`src/verilog/tplat_pkg.sv`:
```
// Package for the probe position capture block.
// Assumes one drive clock; object indices are those of the fieldbus map.
package tplat_pkg;

  // Object indices of the read-only process data objects
  localparam logic [15:0] TPLAT_IDX_STATUS    = 16'h60b9;
  localparam logic [15:0] TPLAT_IDX_ONE_RISE  = 16'h60ba;
  localparam logic [15:0] TPLAT_IDX_ONE_FALL  = 16'h60bb;
  localparam logic [15:0] TPLAT_IDX_TWO_RISE  = 16'h60bc;
  localparam logic [15:0] TPLAT_IDX_TWO_FALL  = 16'h60bd;

  // Status word field positions
  localparam int TPLAT_BIT_ONE_EN   = 0;
  localparam int TPLAT_BIT_ONE_RISE = 1;
  localparam int TPLAT_BIT_ONE_FALL = 2;
  localparam int TPLAT_BIT_TWO_EN   = 8;
  localparam int TPLAT_BIT_TWO_RISE = 9;
  localparam int TPLAT_BIT_TWO_FALL = 10;

  // Reset values
  localparam logic [15:0] TPLAT_STATUS_RST = 16'h0000;
  localparam logic [31:0] TPLAT_POS_RST    = 32'h0000_0000;
  localparam logic [31:0] TPLAT_DATA_RST   = 32'h0000_0000;

  // Per-probe control, as carried from the probe control word
  typedef struct packed {
    logic enable;
    logic rise_en;
    logic fall_en;
  } tplat_probe_ctl_t;

  // Per-probe captured state
  typedef struct packed {
    logic        rise_seen;
    logic        fall_seen;
    logic [31:0] rise_pos;
    logic [31:0] fall_pos;
  } tplat_probe_cap_t;

endpackage

```
`src/verilog/tplat_top.sv`:
```
// Probe position capture: latches axis position on probe edges and
// builds the probe status word plus four captured position objects.
// Assumes probe inputs synchronous to mclk and a position counter input.
//
// Behaviour
// Probe status is a 16-bit read-only word in cyclic transmit data.
// Status bit 0 shows whether probe one is enabled.
// Status bit 1 set once probe one rising edge captured.
// Status bit 2 set once probe one falling edge captured.
// Status bit 8 shows whether probe two is enabled.
// Status bit 9 set once probe two rising edge captured.
// Status bit 10 set once probe two falling edge captured.
// Probe one rising edge stores signed 32-bit position, read-only.
// Probe one falling edge stores position in separate read-only object.
// Probe two rising edge stores position in its own object.
// Probe two falling edge stores position in its own object.
// Master enables rising capture via edge-action bit; probe two bit 12.
// Master enables falling capture via edge-action bit; probe two bit 13.
// Status bits 3 to 7 and 11 to 15 always read zero.
// A captured position holds until next qualifying edge overwrites it.
`timescale 1ns/1ps

module tplat_top
  import tplat_pkg::*;
(
  // Clock and reset
  input  wire logic                       mclk,
  input  wire logic                       rst_n,
  // Probe control, decoded from the probe control word by the master
  input  wire tplat_pkg::tplat_probe_ctl_t probe_one_ctl,
  input  wire tplat_pkg::tplat_probe_ctl_t probe_two_ctl,
  // Probe inputs and axis position
  input  wire logic                       probe_one_in,
  input  wire logic                       probe_two_in,
  input  wire logic signed [31:0]         axis_position,
  // Object read port
  input  wire logic [15:0]                obj_index,
  output logic [31:0]                     obj_data,
  output logic                            obj_valid,
  // Cyclic transmit data
  output logic [15:0]                     probe_status_word,
  output logic [31:0]                     probe_one_rise_position,
  output logic [31:0]                     probe_one_fall_position,
  output logic [31:0]                     probe_two_rise_position,
  output logic [31:0]                     probe_two_fall_position
);
  import tplat_pkg::*;

  // Edge memory per probe
  logic             one_prev_ff;
  logic             two_prev_ff;
  // Captured flags and positions per probe
  tplat_probe_cap_t one_cap_ff;
  tplat_probe_cap_t two_cap_ff;
  tplat_probe_cap_t nxt_one_cap;
  tplat_probe_cap_t nxt_two_cap;
  // Qualified edges, one per probe and polarity
  logic             one_rise_hit;
  logic             one_fall_hit;
  logic             two_rise_hit;
  logic             two_fall_hit;
  // Status word
  logic [15:0]      status_ff;
  logic [15:0]      nxt_status;
  // Object read port
  logic             sel_status;
  logic             sel_one_rise;
  logic             sel_one_fall;
  logic             sel_two_rise;
  logic             sel_two_fall;
  logic [31:0]      obj_data_ff;
  logic [31:0]      nxt_obj_data;
  logic             obj_valid_ff;
  logic             nxt_obj_valid;

  // Level went from low to high between two samples
  function automatic logic rise_seen_now(
    input logic prev,
    input logic now
  );
    return !prev && now;
  endfunction

  // Level went from high to low between two samples
  function automatic logic fall_seen_now(
    input logic prev,
    input logic now
  );
    return prev && !now;
  endfunction

  // An edge only counts while its probe and that polarity are armed
  function automatic logic qualify(
    input logic enable,
    input logic pol_en,
    input logic seen
  );
    return enable && pol_en && seen;
  endfunction

  // One capture step; a disabled probe clears its latch flags, while the
  // stored positions stay so the master can still read the last ones.
  function automatic tplat_probe_cap_t cap_step(
    input tplat_probe_cap_t cur,
    input logic             enable,
    input logic             rise_hit,
    input logic             fall_hit,
    input logic [31:0]      pos
  );
    tplat_probe_cap_t res;
    res = cur;
    if (!enable) begin
      res.rise_seen = 1'b0;
      res.fall_seen = 1'b0;
    end
    if (rise_hit) begin
      res.rise_seen = 1'b1;
      res.rise_pos  = pos;
    end
    if (fall_hit) begin
      res.fall_seen = 1'b1;
      res.fall_pos  = pos;
    end
    return res;
  endfunction

  // Edge qualification; rise and fall of one probe never coincide

  assign one_rise_hit = qualify(probe_one_ctl.enable, probe_one_ctl.rise_en,
                                rise_seen_now(one_prev_ff, probe_one_in));

  assign one_fall_hit = qualify(probe_one_ctl.enable, probe_one_ctl.fall_en,
                                fall_seen_now(one_prev_ff, probe_one_in));

  assign two_rise_hit = qualify(probe_two_ctl.enable, probe_two_ctl.rise_en,
                                rise_seen_now(two_prev_ff, probe_two_in));

  assign two_fall_hit = qualify(probe_two_ctl.enable, probe_two_ctl.fall_en,
                                fall_seen_now(two_prev_ff, probe_two_in));


  assign nxt_one_cap = cap_step(one_cap_ff, probe_one_ctl.enable,
                                one_rise_hit, one_fall_hit, axis_position);

  assign nxt_two_cap = cap_step(two_cap_ff, probe_two_ctl.enable,
                                two_rise_hit, two_fall_hit, axis_position);

  always_comb begin
    nxt_status = 16'h0000;
    nxt_status[TPLAT_BIT_ONE_EN]   = probe_one_ctl.enable;
    nxt_status[TPLAT_BIT_ONE_RISE] = nxt_one_cap.rise_seen;
    nxt_status[TPLAT_BIT_ONE_FALL] = nxt_one_cap.fall_seen;
    nxt_status[TPLAT_BIT_TWO_EN]   = probe_two_ctl.enable;
    nxt_status[TPLAT_BIT_TWO_RISE] = nxt_two_cap.rise_seen;
    nxt_status[TPLAT_BIT_TWO_FALL] = nxt_two_cap.fall_seen;
  end

  // Object decode; unknown indices answer zero with valid low
  assign sel_status    = (obj_index == TPLAT_IDX_STATUS);
  assign sel_one_rise  = (obj_index == TPLAT_IDX_ONE_RISE);
  assign sel_one_fall  = (obj_index == TPLAT_IDX_ONE_FALL);
  assign sel_two_rise  = (obj_index == TPLAT_IDX_TWO_RISE);
  assign sel_two_fall  = (obj_index == TPLAT_IDX_TWO_FALL);
  assign nxt_obj_valid = sel_status | sel_one_rise | sel_one_fall |
                         sel_two_rise | sel_two_fall;
  // A read reflects a capture taken at the same edge
  assign nxt_obj_data  = sel_status   ? {16'h0000, nxt_status} :
                         sel_one_rise ? nxt_one_cap.rise_pos   :
                         sel_one_fall ? nxt_one_cap.fall_pos   :
                         sel_two_rise ? nxt_two_cap.rise_pos   :
                         sel_two_fall ? nxt_two_cap.fall_pos   :
                         TPLAT_DATA_RST;

  // Zero after reset: a probe already high at release reads as a rising
  // edge, so the master should arm capture once the probe is known low.
  always_ff @(posedge mclk) begin
    if (!rst_n) begin
      one_prev_ff <= 1'b0;
      two_prev_ff <= 1'b0;
    end else begin
      one_prev_ff <= probe_one_in;
      two_prev_ff <= probe_two_in;
    end
  end

  always_ff @(posedge mclk) begin
    if (!rst_n) begin
      one_cap_ff <= '{1'b0, 1'b0, TPLAT_POS_RST, TPLAT_POS_RST};
    end else begin
      one_cap_ff <= nxt_one_cap;
    end
  end

  always_ff @(posedge mclk) begin
    if (!rst_n) begin
      two_cap_ff <= '{1'b0, 1'b0, TPLAT_POS_RST, TPLAT_POS_RST};
    end else begin
      two_cap_ff <= nxt_two_cap;
    end
  end

  always_ff @(posedge mclk) begin
    if (!rst_n) begin
      status_ff <= TPLAT_STATUS_RST;
    end else begin
      status_ff <= nxt_status;
    end
  end

  always_ff @(posedge mclk) begin
    if (!rst_n) begin
      obj_data_ff  <= TPLAT_DATA_RST;
      obj_valid_ff <= 1'b0;
    end else begin
      obj_data_ff  <= nxt_obj_data;
      obj_valid_ff <= nxt_obj_valid;
    end
  end

  assign probe_status_word       = status_ff;
  assign probe_one_rise_position = one_cap_ff.rise_pos;
  assign probe_one_fall_position = one_cap_ff.fall_pos;
  assign probe_two_rise_position = two_cap_ff.rise_pos;
  assign probe_two_fall_position = two_cap_ff.fall_pos;
  assign obj_data                = obj_data_ff;
  assign obj_valid               = obj_valid_ff;

endmodule

```
`config.mk`:
```
export PLATFORM = sky130hd
export DESIGN_NAME = tplat_top
export DESIGN_NICKNAME = d
export VERILOG_FILES = /design/src/verilog/tplat_pkg.sv /design/src/verilog/tplat_top.sv
export SDC_FILE = /design/constraint.sdc
export NUM_CORES = 1
export LEC_CHECK = 0
export BUFFER_PORTS_ARGS = -buffer_cell sky130_fd_sc_hd__clkbuf_2
export CAP_MARGIN = 20
export CELL_PAD_IN_SITES_DETAIL_PLACEMENT = 1
export CELL_PAD_IN_SITES_GLOBAL_PLACEMENT = 1
export CORE_MARGIN = 1.5
export CORE_UTILIZATION = 40
export DETAILED_ROUTE_END_ITERATION = 8
export GPL_ROUTABILITY_DRIVEN = 0
export GPL_TIMING_DRIVEN = 1
export PLACE_DENSITY = 0.92
export SLEW_MARGIN = 10
export SYNTH_ARGS = -nofsm -noshare
export SYNTH_HDL_FRONTEND = slang
export SYNTH_SLANG_ARGS = --single-unit
```
`constraint.sdc`:
```
create_clock -name mclk -period 4.2 [get_ports mclk]
set_input_delay 0.21 -clock mclk [delete_from_list [all_inputs] [get_ports mclk]]
set_output_delay 0.21 -clock mclk [all_outputs]
set_load 0.02 [all_outputs]
```
==> flow_summary.rst <==
.. list-table::
   :header-rows: 1

   * - Metric
     - Value
   * - Status
     - completed
   * - Launch point of the worst hold path
     - probe_two_in
   * - Type of the tightest min-delay check
     - in -> reg
   * - Global Route Usage Sum
     - 24.7%
   * - Most Frequent Cell on Critical Path
     - mux2i_1
   * - Share of power burned in registers
     - 46.2%
   * - Initial Utilization
     - 41.0%
   * - Post-synthesis share of cell area spent on xor and xnor gates
     - 0%
   * - Worst-path cell with the longest stage delay
     - nand4b_1
   * - Sequential fraction of the synthesis area
     - 49.7%
   * - Count of different cell masters after synthesis
     - 43
   * - Max_cap viols
     - 0
   * - Largest net degree at the start of global routing
     - 65
   * - Dominant synthesized flop cell
     - dfxtp_1
   * - Fillers
     - 1,924
   * - Finish-stage setup viols
     - 0
   * - Most common cell after layout, fill and taps aside
     - clkbuf_2
   * - Period utilisation layout
     - 62.1%
   * - First-iteration detailed-routing DRC count
     - 253
   * - Core outline area
     - 16,600 µm²
   * - Net switching component of the power
     - 0.820 mW
   * - Final instance count without filler cells
     - 1,093
   * - Number of max-slew violations in the final report
     - 0
   * - Post-CTS Setup Inserts
     - 0
   * - Number of iterations in the first detailed-routing pass
     - 4
   * - Number of placed instances with taps included
     - 1,061
   * - RR Startpoint
     - two_prev_ff$_SDFF_PN0_
   * - WL per Instance
     - 20.0 µm
   * - Horizontal die dimension
     - 133 µm
   * - Antenna viol nets, final
     - 0
   * - Critical setup path kind
     - reg -> reg
   * - Combinational power share
     - 7.9%
   * - Cells along the critical path
     - nand4b_1, buf_4, mux2i_1, mux2i_1, a221o_1, nor2b_1
   * - Fraction of the mapped netlist area in adder cells
     - 0%
   * - Via count of the first global-routing pass
     - 6,017
   * - Internal Dissipation
     - 2.75 mW
   * - Post-synthesis instance area
     - 6800 µm²
   * - Clock tree buffer depth
     - 2
   * - Slew at the pin with the worst max-slew slack
     - 1010 ps
   * - Chip height
     - 133 µm
   * - Resized cells post-CTS
     - 0
   * - Mux share of post-synthesis cell area
     - 23.8%
   * - Synthesized netlist cell count
     - 659
   * - Antenna violations before repair
     - 0
   * - Total wire length after detailed routing
     - 21,800 µm
   * - Post-synthesis async set-or-reset flop share
     - 0%
   * - Crit path capture type
     - register
   * - Count of state elements after synthesis
     - 169
   * - Fraction of power consumed by the clock network
     - 45.9%
   * - Critical Path Fanout Max
     - 13
   * - Compound-Gate Fraction of Synth Area
     - 7.69%
   * - Global route overflow
     - 0
   * - Final hold viol count
     - 0
   * - Required time at the endpoint of the critical path
     - 4480 ps
   * - Total Nets Final
     - 919
   * - Period minus WS final
     - 2610 ps
   * - WHS
     - 29.0 ps
   * - Number of buffers inserted by hold repair at cts
     - 0
   * - Startpoint Class
     - register
   * - DRC Markers
     - 0
   * - Clock H-tree levels
     - 4
   * - Fmax achieved
     - 383 MHz
   * - Insertion delay to the later sink of the worst-skew pair
     - 420 ps
   * - Endpoint, Worst Hold
     - two_prev_ff$_SDFF_PN0_
   * - Clock tree root driver cell
     - clkbuf_16
   * - Clock-pin slew reported for the worst setup and hold paths after clock tree synthesis
     - 60 ps
   * - Routed vias
     - 5,787
   * - Fraction of layout cells with a size suffix above 1
     - 32.9%
   * - Register-to-register setup slack
     - 1590 ps
   * - Switching share of total power
     - 23.0%
   * - Post-route setup TNS
     - 0 ps
   * - Critical path's top delay family
     - simple AND/OR/NAND/NOR gates
   * - Count of synthesis-stage warnings from yosys
     - 0
   * - Num rows
     - 47
   * - Clock tree from TritonCTS
     - yes
   * - Wire length of the first global-routing pass
     - 33,800 µm
   * - Leakage power figure
     - 4.63 nW
   * - Vias per std cell
     - 5.29
   * - Average cell area after synthesis
     - 10.3 µm²
   * - Synthesized-area fraction occupied by and/or/nand/nor cells
     - 13.6%
   * - Count of antenna diodes in the layout
     - 0
   * - Count of pins on the block boundary
     - 235
   * - RSZ-0062 raised after global routing
     - no
   * - Worst ir drop on vdd
     - 269 µV
   * - Crit path buf inv count
     - 1
   * - Reg-to-Reg End
     - obj_data[15]$_SDFF_PP0_
   * - Leading cell types in the layout, fill and taps excluded
     - clkbuf_2 (224), dfxtp_1 (169), mux2i_1 (146)
   * - Cell count of the worst hold path
     - 2
   * - Critical Path AT
     - 2890 ps
   * - Post-synthesis to final-layout area growth
     - 26.4%
   * - IO buf count
     - 224
   * - CTS Sinks
     - 169
   * - Count of flip-flops with a built-in enable after synthesis
     - 0
   * - Post-detail-place hpwl
     - 15,000 µm
   * - Dominant combinational cell family by area after synthesis
     - multiplexers
   * - Die ar.
     - 17,800 µm²
   * - Depth of the worst register-to-register path
     - 6
   * - Delay of the slowest cell on the worst path
     - 780 ps
   * - Clock skew after layout
     - 6.42 ps
   * - Utilization after layout
     - 51.9%
   * - Relative slew slack
     - 32.6%
   * - Number of buffers added by the clock tree synthesis step
     - 17
   * - Power density normalized to cell area
     - 415 nW/µm²
==> layer usage <==
metal  up-vias  routed length (µm)  GRT usage, %
met2       215               11100          43.0
met1      2852                9180          30.0
met5         -                   0             0
li1       2680                   -             -
met4         0                 568          10.0
met3        40                 979          4.76
==> Yosys cell counts (2+ instances only) <==
cell type | number | share of area (%)
a221o_1 | 13 | 1.9
and2_1 | 14 | 1.3
a221oi_1 | 3 | 0.39
inv_1 | 6 | 0.33
buf_4 | 18 | 2.0
nand4b_1 | 3 | 0.39
nor2_1 | 120 | 6.6
nand2_1 | 28 | 1.5
nor4_1 | 10 | 0.92
a21oi_2 | 8 | 1.0
a21oi_1 | 10 | 0.74
clkbuf_1 | 21 | 1.2
nor2b_1 | 11 | 1.0
o22a_1 | 17 | 2.2
mux2_2 | 14 | 2.3
dfxtp_1 | 169 | 50
a31oi_1 | 3 | 0.28
nand2b_1 | 2 | 0.18
mux2i_1 | 146 | 21
a21o_1 | 4 | 0.44
buf_2 | 16 | 1.2
buf_6 | 2 | 0.33
==> metrics by stage <==
stage | setup WS, ps | area (µm²) | power, mW
detailed placement | 1400 | 7980 | 1.96
global route | 1490 | 8600 | 3.69
global placement | 1580 | 7980 | 1.95
finish | 1590 | 8600 | 3.57
floorplan | 2470 | 6840 | 1.86
CTS | 1610 | 8590 | 3.60
==> how the worst max path moves through the flow <==
stage                           start                      end  slack [ps]  depth (start not counted)
2_1_floorplan  two_prev_ff$_SDFF_PN0_  obj_data[31]$_SDFF_PP0_        2470                          8
3_3_place_gp         probe_two_ctl[2]  obj_data[14]$_SDFF_PP0_        1580                          7
3_5_place_dp             obj_index[0]   obj_data[1]$_SDFF_PN0_        1400                          5
4_1_cts        two_prev_ff$_SDFF_PN0_  obj_data[15]$_SDFF_PP0_        1610                          6
5_1_grt        two_prev_ff$_SDFF_PN0_  obj_data[15]$_SDFF_PP0_        1490                          6
6_report       two_prev_ff$_SDFF_PN0_  obj_data[15]$_SDFF_PP0_        1590                          6
==> layout make-up <==
class / instances / area [µm²] / share of cell area (%)
Clock buffer: 23 / 468 / 5.44
Clock inverter: 8 / 144 / 1.67
Inverter: 6 / 23.8 / 0.276
Multi-Input combinational cell: 434 / 3120 / 36.2
Sequential cell: 169 / 3380 / 39.3
Tap cell: 220 / 275 / 3.20
Timing Repair Buffer: 233 / 1190 / 13.8
==> worst reg2reg max path: stages, from the launching register on <==
cell and delay, ps:
dfxtp_1 320, nand4b_1 780, buf_4 550, mux2i_1 230, mux2i_1 140, a221o_1 320
nor2b_1 130
==> flip-flops by register name, indices dropped and copies added (netlist names) <==
| name | flops |
|---|---|
| obj_data | 32 |
| obj_valid | 1 |
| one_prev_ff | 1 |
| probe_one_fall_position | 32 |
| probe_one_rise_position | 32 |
| probe_status_word | 5 |
| probe_two_fall_position | 32 |
| probe_two_rise_position | 32 |
| two_cap_ff | 1 |
| two_prev_ff | 1 |
==> cell families after synthesis <==
logic type	count (synthesis)
buf+inv	65
other cells	1
compound gates	64
flops	169
simple gates	200
mux	160
==> power by group through the flow <==
stage                     clock network (mW)  registers, mW  logic, mW
final                                   1.64           1.65      0.282
after floorplan                            0           1.71      0.143
after detailed placement                   0           1.68      0.279
after global routing                    1.74           1.65      0.302
after global placement                     0           1.68      0.272
after CTS                               1.67           1.65      0.282
(Power assumes the default switching activity.)
